**config.mk**
```make
export PLATFORM = sky130hd
export DESIGN_NAME = fdc_config_bank
export DESIGN_NICKNAME = d
export VERILOG_FILES = /design/src/fdc_pkg.sv /design/src/fdc_cfg_if.sv /design/src/fdc_readback.sv /design/src/fdc_write_protect.sv /design/src/fdc_config_bank.sv
export SDC_FILE = /design/constraint.sdc
export NUM_CORES = 1
export LEC_CHECK = 0
export BUFFER_PORTS_ARGS = -buffer_cell sky130_fd_sc_hd__clkbuf_2
export CELL_PAD_IN_SITES_DETAIL_PLACEMENT = 0
export CELL_PAD_IN_SITES_GLOBAL_PLACEMENT = 1
export CORE_MARGIN = 3
export CORE_UTILIZATION = 43
export DETAILED_ROUTE_END_ITERATION = 16
export PLACE_DENSITY = 0.81
export SYNTH_ARGS = -nofsm -noshare
export SYNTH_HDL_FRONTEND = slang
export SYNTH_SLANG_ARGS = --single-unit
```
**constraint.sdc**
```tcl
create_clock -name clk_sys -period 2.98 [get_ports clk_sys]
set_clock_uncertainty 0.15 [all_clocks]
set_input_delay 0.149 -clock clk_sys [delete_from_list [all_inputs] [get_ports clk_sys]]
set_output_delay 0.149 -clock clk_sys [all_outputs]
set_load 0.1 [all_outputs]
```
**src/fdc_pkg.sv**
```systemverilog
`default_nettype none
package fdc_pkg;
	// Register indices
	localparam logic [7:0] FDC_IDX_ENABLE = 8'h30;
	localparam logic [7:0] FDC_IDX_BASE_HI = 8'h60;
	localparam logic [7:0] FDC_IDX_BASE_LO = 8'h61;
	localparam logic [7:0] FDC_IDX_IRQ = 8'h70;
	localparam logic [7:0] FDC_IDX_DMA = 8'h74;
	localparam logic [7:0] FDC_IDX_MODE = 8'hf0;
	localparam logic [7:0] FDC_IDX_KIND = 8'hf2;
	localparam logic [7:0] FDC_IDX_SELECT = 8'hf4;

	// Field positions
	localparam int FDC_POS_ENABLE = 0;
	localparam int FDC_POS_PWRDN = 7;
	localparam int FDC_POS_FORCE_WP = 4;
	localparam int FDC_POS_IFMODE = 2;
	localparam int FDC_POS_DMA_MODE = 1;
	localparam int FDC_POS_THREE = 0;
	localparam int FDC_POS_RATE_TBL = 3;
	localparam int FDC_POS_DRV_TYPE = 0;

	// Reset values
	localparam logic [7:0] FDC_RST_ENABLE = 8'h01;
	localparam logic [7:0] FDC_RST_BASE_HI = 8'h03;
	localparam logic [7:0] FDC_RST_BASE_LO = 8'hf0;
	localparam logic [3:0] FDC_RST_IRQ = 4'h6;
	localparam logic [2:0] FDC_RST_DMA = 3'h2;
	localparam logic [7:0] FDC_RST_MODE = 8'h0e;
	localparam logic [1:0] FDC_RST_KIND = 2'h3;
	localparam logic [1:0] FDC_RST_RATE_TBL = 2'h0;
	localparam logic [1:0] FDC_RST_DRV_TYPE = 2'h0;

	// Interface personality codes
	typedef enum logic [1:0] {
		FDC_IF_MODEL30 = 2'b00,
		FDC_IF_ALT = 2'b01,
		FDC_IF_RSVD = 2'b10,
		FDC_IF_AT = 2'b11
	} fdc_personality_t;

	// True for every index this bank answers
	function automatic logic fdc_is_mapped(input logic [7:0] a);
		fdc_is_mapped = (a == FDC_IDX_ENABLE) || (a == FDC_IDX_BASE_HI) ||
			(a == FDC_IDX_BASE_LO) || (a == FDC_IDX_IRQ) || (a == FDC_IDX_DMA) ||
			(a == FDC_IDX_MODE) || (a == FDC_IDX_KIND) || (a == FDC_IDX_SELECT);
	endfunction : fdc_is_mapped
endpackage : fdc_pkg
`default_nettype wire

```
**src/fdc_cfg_if.sv**
```systemverilog
`timescale 1ns/1ps
`default_nettype none
// Stored configuration fields shared by the bank's modules
interface fdc_cfg_if;
	logic enable;
	logic [7:0] base_hi;
	logic [7:0] base_lo;
	logic [3:0] irq;
	logic [2:0] dma;
	logic [7:0] mode;
	logic [1:0] kind;
	logic [1:0] rate_tbl;
	logic [1:0] drv_type;
	modport owner (output enable, base_hi, base_lo, irq, dma, mode, kind, rate_tbl, drv_type);
	modport viewer (input enable, base_hi, base_lo, irq, dma, mode, kind, rate_tbl, drv_type);
endinterface : fdc_cfg_if
`default_nettype wire

```
**src/fdc_readback.sv**
```systemverilog
`timescale 1ns/1ps
`default_nettype none
module fdc_readback
	import fdc_pkg::*;
(
	// Stored fields
	fdc_cfg_if.viewer cfg,
	// Read index and value
	input wire logic [7:0] index,
	output logic [7:0] value
);
	import fdc_pkg::*;

	// Reserved bits and unmapped indices read as zero
	always_comb begin
		value = 8'h00;
		if (index == FDC_IDX_ENABLE) begin
			value[FDC_POS_ENABLE] = cfg.enable;
		end else if (index == FDC_IDX_BASE_HI) begin
			value = cfg.base_hi;
		end else if (index == FDC_IDX_BASE_LO) begin
			value = cfg.base_lo;
		end else if (index == FDC_IDX_IRQ) begin
			value = {4'h0, cfg.irq};
		end else if (index == FDC_IDX_DMA) begin
			value = {5'h00, cfg.dma};
		end else if (index == FDC_IDX_MODE) begin
			value = cfg.mode & 8'h9f;
		end else if (index == FDC_IDX_KIND) begin
			value = {6'h00, cfg.kind};
		end else if (index == FDC_IDX_SELECT) begin
			value = {3'h0, cfg.rate_tbl, 1'b0, cfg.drv_type};
		end
	end
endmodule : fdc_readback
`default_nettype wire

```
**src/fdc_write_protect.sv**
```systemverilog
`timescale 1ns/1ps
`default_nettype none
module fdc_write_protect (
	// Clock and reset
	input wire logic clk_sys,
	input wire logic nrst,
	// Pin and override
	input wire logic wp_pin_n,
	input wire logic force_protect,
	// Result
	output logic protected_reg
);
	logic wp_meta_reg;
	logic wp_sync_reg;

	// Pin is asynchronous to clk_sys, so two flops first
	always_ff @(posedge clk_sys or negedge nrst) begin
		if (!nrst) begin
			wp_meta_reg <= 1'b1;
			wp_sync_reg <= 1'b1;
		end else begin
			wp_meta_reg <= wp_pin_n;
			wp_sync_reg <= wp_meta_reg;
		end
	end

	// Override wins; otherwise the low pin protects
	always_ff @(posedge clk_sys or negedge nrst) begin
		if (!nrst) begin
			protected_reg <= 1'b0;
		end else begin
			protected_reg <= force_protect | ~wp_sync_reg;
		end
	end
endmodule : fdc_write_protect
`default_nettype wire

```
**src/fdc_config_bank.sv**
```systemverilog
`timescale 1ns/1ps
`default_nettype none
module fdc_config_bank
	import fdc_pkg::*;
(
	// Clock and reset
	input wire logic clk_sys,
	input wire logic nrst,
	// Register port
	input wire logic [7:0] reg_addr,
	input wire logic [7:0] reg_wdata,
	input wire logic reg_wr,
	input wire logic reg_rd,
	output logic [7:0] reg_rdata,
	// Write-protect pin, active low
	input wire logic write_protect_pin_n,
	// Device settings
	output logic floppy_enable,
	output logic [15:0] io_base,
	output logic [3:0] interrupt_channel_select,
	output logic [2:0] dma_channel_select,
	// Mode settings
	output logic software_power_down,
	output logic forced_write_protect,
	output logic media_write_protected,
	output var fdc_pkg::fdc_personality_t personality,
	output logic personality_reserved,
	output logic dma_burst_select,
	output logic dma_burst_enable,
	output logic three_mode_drive_enable,
	// Drive settings
	output logic [1:0] drive_kind,
	output logic [1:0] rate_table_select,
	output logic [1:0] drive_type_select,
	// Derived status
	output logic controller_active,
	output logic config_update
);
	import fdc_pkg::*;

	// Stored fields, shared with the readback module
	fdc_cfg_if cfg ();

	logic enable_reg;
	logic [7:0] base_hi_reg;
	logic [7:0] base_lo_reg;
	logic [3:0] irq_reg;
	logic [2:0] dma_reg;
	logic pwrdn_reg;
	logic force_wp_reg;
	logic [1:0] ifmode_reg;
	logic dma_mode_reg;
	logic three_reg;
	logic [1:0] kind_reg;
	logic [1:0] rate_tbl_reg;
	logic [1:0] drv_type_reg;
	logic [7:0] rdata_reg;
	logic [7:0] rdata_next;
	logic update_reg;
	logic active_reg;
	logic burst_reg;
	logic rsvd_mode_reg;
	logic wp_reg;

	// Write strobes, one per index
	logic wr_enable;
	logic wr_base_hi;
	logic wr_base_lo;
	logic wr_irq;
	logic wr_dma;
	logic wr_mode;
	logic wr_kind;
	logic wr_select;

	// Index decode for writes
	always_comb begin
		wr_enable = 1'b0;
		wr_base_hi = 1'b0;
		wr_base_lo = 1'b0;
		wr_irq = 1'b0;
		wr_dma = 1'b0;
		wr_mode = 1'b0;
		wr_kind = 1'b0;
		wr_select = 1'b0;
		if (!reg_wr) begin
			wr_enable = 1'b0;
		end else if (reg_addr == FDC_IDX_ENABLE) begin
			wr_enable = 1'b1;
		end else if (reg_addr == FDC_IDX_BASE_HI) begin
			wr_base_hi = 1'b1;
		end else if (reg_addr == FDC_IDX_BASE_LO) begin
			wr_base_lo = 1'b1;
		end else if (reg_addr == FDC_IDX_IRQ) begin
			wr_irq = 1'b1;
		end else if (reg_addr == FDC_IDX_DMA) begin
			wr_dma = 1'b1;
		end else if (reg_addr == FDC_IDX_MODE) begin
			wr_mode = 1'b1;
		end else if (reg_addr == FDC_IDX_KIND) begin
			wr_kind = 1'b1;
		end else if (reg_addr == FDC_IDX_SELECT) begin
			wr_select = 1'b1;
		end
	end

	// Device enable; only bit 0 is stored
	always_ff @(posedge clk_sys or negedge nrst) begin
		if (!nrst) begin
			enable_reg <= FDC_RST_ENABLE[FDC_POS_ENABLE];
		end else if (wr_enable) begin
			enable_reg <= reg_wdata[FDC_POS_ENABLE];
		end
	end

	// Base address bytes, full width writable
	always_ff @(posedge clk_sys or negedge nrst) begin
		if (!nrst) begin
			base_hi_reg <= FDC_RST_BASE_HI;
			base_lo_reg <= FDC_RST_BASE_LO;
		end else begin
			if (wr_base_hi) begin
				base_hi_reg <= reg_wdata;
			end
			if (wr_base_lo) begin
				base_lo_reg <= reg_wdata;
			end
		end
	end

	// Resource channels; upper bits dropped on write
	always_ff @(posedge clk_sys or negedge nrst) begin
		if (!nrst) begin
			irq_reg <= FDC_RST_IRQ;
			dma_reg <= FDC_RST_DMA;
		end else begin
			if (wr_irq) begin
				irq_reg <= reg_wdata[3:0];
			end
			if (wr_dma) begin
				dma_reg <= reg_wdata[2:0];
			end
		end
	end

	// Mode fields; bits 6-5 are not stored at all
	always_ff @(posedge clk_sys or negedge nrst) begin
		if (!nrst) begin
			pwrdn_reg <= FDC_RST_MODE[FDC_POS_PWRDN];
			force_wp_reg <= FDC_RST_MODE[FDC_POS_FORCE_WP];
			ifmode_reg <= FDC_RST_MODE[FDC_POS_IFMODE +: 2];
			dma_mode_reg <= FDC_RST_MODE[FDC_POS_DMA_MODE];
			three_reg <= FDC_RST_MODE[FDC_POS_THREE];
		end else if (wr_mode) begin
			pwrdn_reg <= reg_wdata[FDC_POS_PWRDN];
			force_wp_reg <= reg_wdata[FDC_POS_FORCE_WP];
			ifmode_reg <= reg_wdata[FDC_POS_IFMODE +: 2];
			dma_mode_reg <= reg_wdata[FDC_POS_DMA_MODE];
			three_reg <= reg_wdata[FDC_POS_THREE];
		end
	end

	// Drive kind and selection fields
	always_ff @(posedge clk_sys or negedge nrst) begin
		if (!nrst) begin
			kind_reg <= FDC_RST_KIND;
			rate_tbl_reg <= FDC_RST_RATE_TBL;
			drv_type_reg <= FDC_RST_DRV_TYPE;
		end else begin
			if (wr_kind) begin
				kind_reg <= reg_wdata[1:0];
			end
			if (wr_select) begin
				rate_tbl_reg <= reg_wdata[FDC_POS_RATE_TBL +: 2];
				drv_type_reg <= reg_wdata[FDC_POS_DRV_TYPE +: 2];
			end
		end
	end

	// Publish stored fields; reserved mode bits are zero
	assign cfg.enable = enable_reg;
	assign cfg.base_hi = base_hi_reg;
	assign cfg.base_lo = base_lo_reg;
	assign cfg.irq = irq_reg;
	assign cfg.dma = dma_reg;
	assign cfg.mode = {pwrdn_reg, 2'b00, force_wp_reg, ifmode_reg, dma_mode_reg, three_reg};
	assign cfg.kind = kind_reg;
	assign cfg.rate_tbl = rate_tbl_reg;
	assign cfg.drv_type = drv_type_reg;

	// Read value for the current index
	fdc_readback u_readback (
		.cfg(cfg),
		.index(reg_addr),
		.value(rdata_next)
	);

	// Read data stand only in the cycle after the strobe
	always_ff @(posedge clk_sys or negedge nrst) begin
		if (!nrst) begin
			rdata_reg <= 8'h00;
		end else if (reg_rd) begin
			rdata_reg <= rdata_next;
		end else begin
			rdata_reg <= 8'h00;
		end
	end

	// Pulse after any write that lands on a mapped index
	always_ff @(posedge clk_sys or negedge nrst) begin
		if (!nrst) begin
			update_reg <= 1'b0;
		end else begin
			update_reg <= reg_wr & fdc_is_mapped(reg_addr);
		end
	end

	// Pin merge, with the pin synchronised inside
	fdc_write_protect u_write_protect (
		.clk_sys(clk_sys),
		.nrst(nrst),
		.wp_pin_n(write_protect_pin_n),
		.force_protect(force_wp_reg),
		.protected_reg(wp_reg)
	);

	// Derived controls, registered so outputs come from flops
	always_ff @(posedge clk_sys or negedge nrst) begin
		if (!nrst) begin
			active_reg <= 1'b0;
			burst_reg <= 1'b0;
			rsvd_mode_reg <= 1'b0;
		end else begin
			// Power-down overrides an enabled device
			active_reg <= enable_reg & ~pwrdn_reg;
			// Bit low means burst transfers
			burst_reg <= ~dma_mode_reg;
			// Code 10 has no defined personality
			rsvd_mode_reg <= (ifmode_reg == FDC_IF_RSVD);
		end
	end

	// Outputs straight from storage
	assign reg_rdata = rdata_reg;
	assign floppy_enable = enable_reg;
	assign io_base = {base_hi_reg, base_lo_reg};
	assign interrupt_channel_select = irq_reg;
	assign dma_channel_select = dma_reg;
	assign software_power_down = pwrdn_reg;
	assign forced_write_protect = force_wp_reg;
	assign media_write_protected = wp_reg;
	assign personality = fdc_personality_t'(ifmode_reg);
	assign personality_reserved = rsvd_mode_reg;
	assign dma_burst_select = dma_mode_reg;
	assign dma_burst_enable = burst_reg;
	assign three_mode_drive_enable = three_reg;
	assign drive_kind = kind_reg;
	assign rate_table_select = rate_tbl_reg;
	assign drive_type_select = drv_type_reg;
	assign controller_active = active_reg;
	assign config_update = update_reg;
endmodule : fdc_config_bank
`default_nettype wire

```
After elaboration in Yosys (flattened, before gate mapping)
Index checks and enable logic that the tools add are counted.
W data, S select, Z words.

cells by class
  eq/ne operators = 9
  multiplexer cells = 54
  bitwise logic cells = 6
  reductions and logical operators = 7

operator list
  operator              number
  $mux W8               6
  $mux W1               45
  $eq A8 B7 Y1 const B  4
  $eq A8 B8 Y1 const B  3
  $mux W5               2
  $eq A8 B6 Y1 const B  1
  $logic_or A1 B1 Y1    7
  $mux W7               1
  $not A1 Y1            3
  $and A1 B1 Y1         2
  $eq A2 B2 Y1 const B  1
  $or A1 B1 Y1          1

storage, ports and cells
  flip-flop bits (word level) = 51
  bits of input ports = 21
  word-level logic and storage cells = 97

Longest topological paths before layout
  depth after elaboration = 10
  depth in mapped cells = 6

By module
Synthesis repeated with hierarchy kept, for this count alone.

second synthesis, totals
  cell total of the unflattened synthesis = 201
  area, all modules = 2478.6 um^2

by module, submodules not included
  module             times used  cells each  area an instance (um^2)  sequential area each (um^2)
  fdc_config_bank    1           118         1889.3                   1219.9
  fdc_readback       1           79          505.5                    0.0
  fdc_write_protect  1           4           83.8                     77.6

Least setup slack after synthesis
OpenSTA, ideal clock, no wires.

  path kind = register -> register
  start point = register irq_reg[0], in the netlist interrupt_channel_select[0]
  end point = register rdata_reg[0], in the netlist reg_rdata[0]
  data arrival time = 1.627 ns
  path slack = 1.099 ns
  stages on the path, launching flop included = 5
  path buffers = 0
  period minus slack after synthesis = 1.881 ns
  path through = dfrtp_1 nand3b_1 o21ai_0 o2bb2a_2 a221oi_1

on the way
  word-level cells in the longest chain between the ends = 5

ends and longest elaborated chain
  what                    line                    text
  start, declared         fdc_config_bank.sv:47   logic [3:0] irq_reg;
  start signal, assigned  fdc_config_bank.sv:137  irq_reg <= reg_wdata[3:0];
  $mux W8                 fdc_readback.sv:23      end else if (index == FDC_IDX_IRQ) begin
  $mux W8                 fdc_readback.sv:21      end else if (index == FDC_IDX_BASE_LO) begin
  $mux W8                 fdc_readback.sv:19      end else if (index == FDC_IDX_BASE_HI) begin
  $mux W1                 fdc_readback.sv:17      if (index == FDC_IDX_ENABLE) begin
  $mux W8                 fdc_config_bank.sv:201  end else if (reg_rd) begin
  end signal, assigned    fdc_config_bank.sv:202  rdata_reg <= rdata_next;
  end, declared           fdc_config_bank.sv:57   logic [7:0] rdata_reg;

Every way passes these cells.
A chain may end at the register's enable or synchronous reset.

Worst setup path after layout
  start point = input reg_addr[2]
  end point = register base_hi_reg[2]

on the way
  word-level cells in the longest chain between the ends = 4
  elaborated cells on any way between the ends = 5
  classes of those cells = 2 x eq/ne; 3 x mux

ends and longest elaborated chain
  what                  line                    text
  start, declared       fdc_config_bank.sv:10   input wire logic [7:0] reg_addr,
  $eq A8 B7 Y1          fdc_config_bank.sv:89   end else if (reg_addr == FDC_IDX_BASE_HI) begin
  $mux W1               fdc_config_bank.sv:89
  $mux W1 (*)           fdc_config_bank.sv:87   end else if (reg_addr == FDC_IDX_ENABLE) begin
  $mux W1 (*)           fdc_config_bank.sv:85   if (!reg_wr) begin
  end signal, assigned  fdc_config_bank.sv:122  base_hi_reg <= reg_wdata;
  end, declared         fdc_config_bank.sv:45   logic [7:0] base_hi_reg;

Mark *: on every way between the ends. The rest lies on a longest branch, timed or not.

==> flow_summary.yaml <==
critical_path:
  cp.arrival_ns: 1.96
  endpoint_kind: "flop"
  startpoint_type: "primary input"
  slowest_stage: "nor4_4"
  crit_required_ns: 3.02
  cp_max_fo: 14
  rrSetupSlack_ns: 1.54
  crit_path_max_incr_delay_ns: 0.65
  crit_chain: "clkbuf_2 > nor4_4 > nand2_2 > or2_1 > mux2_4"
  crit_type: "primary input to flop"
sta:
  maxSlewViolCount: 0
  tightestPinTransition_ns: 0.7614
  setup_tns_ns: 0
  fin_crit_ns: 1.913
  setup_viol: 0
  max_slew_margin_pct: 48.77
  rsz0062_at_grt: "false"
  max_freq_ghz: 0.5226
  hold_viol_final: 0
  min_period_over_period_pct: 64.21
final_layout:
  drive_gt1_share_pct: 54.79
  stdcell_count: 331
  final_common_cell: "clkbuf_2"
  syn_to_final_growth_pct: 24.24
  fin_area_sq_mm: 0.002924
  diodes: 0
  nets: 281
  layout.cells.most_common_list: "clkbuf_2 (69), dfrtp_1 (34), mux2_2 (31)"
routing:
  drc_errors: 0
  viasPerCell: 5.314
  first_pass_iters: 4
  post_drt_wl_per_cell_um: 17.29
  totalWireLength_um: 5723
  via_count: 1759
  drtIter0Drc: 132
  antenna_left: 0
floorplan:
  die_w_um: 79.98
  ios: 70
  core-area_sq_mm: 0.005205
  die_h_um: 79.98
  num_rows: 26
  start_util_pct: 45.22
  die_area_sq_mm: 0.006397
clock_network:
  post_cts_buffers: 0
  htreeDepth: 2
  cts_tree: "done"
  numCtsBuffers: 5
  path_clk_slew_ns: 0.10
  insertion_delay_ns: 0.31
  clock_path_buffers: 2
  cts-resized-gates: 0
  clock_sinks: 51
  cts_root_buf: "clkbuf_8"
pwr:
  power_leakage_nw: 1.437
  irDropWorstVdd_v: 0.0003749
  p_total_mw: 1.515
  p_per_area_mw_per_mm2: 518.0
place:
  gp_congestion: 0.8378
  port_buffers: 69
  placed_cell_area_sq_mm: 0.002758
  dp.cells: 316
  dpl.hpwl_um: 4232
logic_synthesis:
  ys_seq_area_share_pct: 55.13
  synth_nets: 203
  syn-cell-area_sq_mm: 0.002354
  syn_inst: 182
  yosys_most_used_dff: "dfrtp_1"
  synth_seq_cells: 51
  avgSynthCellArea_sq_um: 12.93
  synth_edf_count: 0
  synthArstFlopShare_pct: 100.0
  yosysWarnings: 0
  yosysUniqueCellTypes: 42
global_route:
  grt_max_degree: 22
  grt_remaining_overflow: 0
  grt_pass1_vias: 1775
  grt_pass1_wl_um: 9328
  antenna_found_initial: 0
  track_usage_pct: 19.32
hold_path:
  hold_path.class: "primary input to flop"
flow_run:
  maxCapViolCount: 0
status:
  status: "finished clean"
stage by stage:
step	hold slack, ns	util, %	setup slack, ns
CTS	0.001429	56.18	1.079
global route	0.01724	56.18	0.9439
global placement	-0.08942	52.98	0.7471
finish	0.004999	56.18	1.067
floorplan	-0.2966	-	1.099
detailed placement	-0.08278	52.98	0.7260
cell type report:
cell class                 count  area, sq um
tap                           70        87.58
timing repair buffer          78        430.4
inverter                       5        18.77
fill                         463         2281
sequential                    51         1297
clock inverter                 2        13.76
multi-input combinational    119        993.5
clock buffer                   6        82.58
logic make-up after synthesis:
kind of cell | Yosys count | synth area share (%)
XOR/XNOR | 1 | 0.3722
buffers and inverters | 12 | 2.658
multiplexers | 41 | 20.79
flip-flops | 51 | 55.13
AND/OR/NAND/NOR | 50 | 13.13
AO/OA/AOI/OAI | 27 | 7.922
critical path: cells and delay by family:
kind,cells,cell delay [ns]
muxes,1,0.38
buffers and inverters,1,0.22
and+or+nand+nor,3,1.20
synth_stat cells (all sizes together) (3+ instances only):
library cell  number  area share, %
mux2              39             20
nand3             10            2.1
o21ai              7            1.5
buf                4            1.4
nor2              10            1.6
clkbuf             3           0.48
a21oi              4           0.85
a22oi              4            1.3
inv                5           0.80
dfstp             17             19
dfrtp             34             36
nand2             11            2.0
nor4               4            2.3
nor2b              3           0.80
final timing paths:
path | cells past startpoint | end | startpoint
hold reg to reg | 0 | u_write_protect.wp_sync_reg | u_write_protect.wp_meta_reg
max in group asynchronous | 3 | drive_kind[0] | nrst
min in group asynchronous | 2 | forced_write_protect | nrst
hold / removal | 2 | base_hi_reg[3] | reg_wdata[3]
setup / recovery | 5 | base_hi_reg[2] | reg_addr[2]
setup reg to reg | 4 | reg_rdata[0] | drive_kind[0]
per-layer routing:
metal  up-vias  GRT usage, %  wire length (um)
li1        823             -                 -
met1       858         26.89              2611
met2        71         30.38              2628
met3         7         4.063               405
met4         0         5.574                78
met5         -             0                 0
power by group:
part | internal [mW] | leakage, nW | switching [mW]
sequential | 0.728 | 0.640 | 0.0218
clock | 0.190 | 0.0516 | 0.234
combinational | 0.0685 | 0.746 | 0.272
total | 0.987 | 1.44 | 0.527
timing repair:
action                                 in CTS  in global routing
setup endpoints to repair                   0                  0
endpoints found under the hold margin      54                  0
hold buffers                                7                  0
No activity file was read; power rests on OpenSTA's default activity.
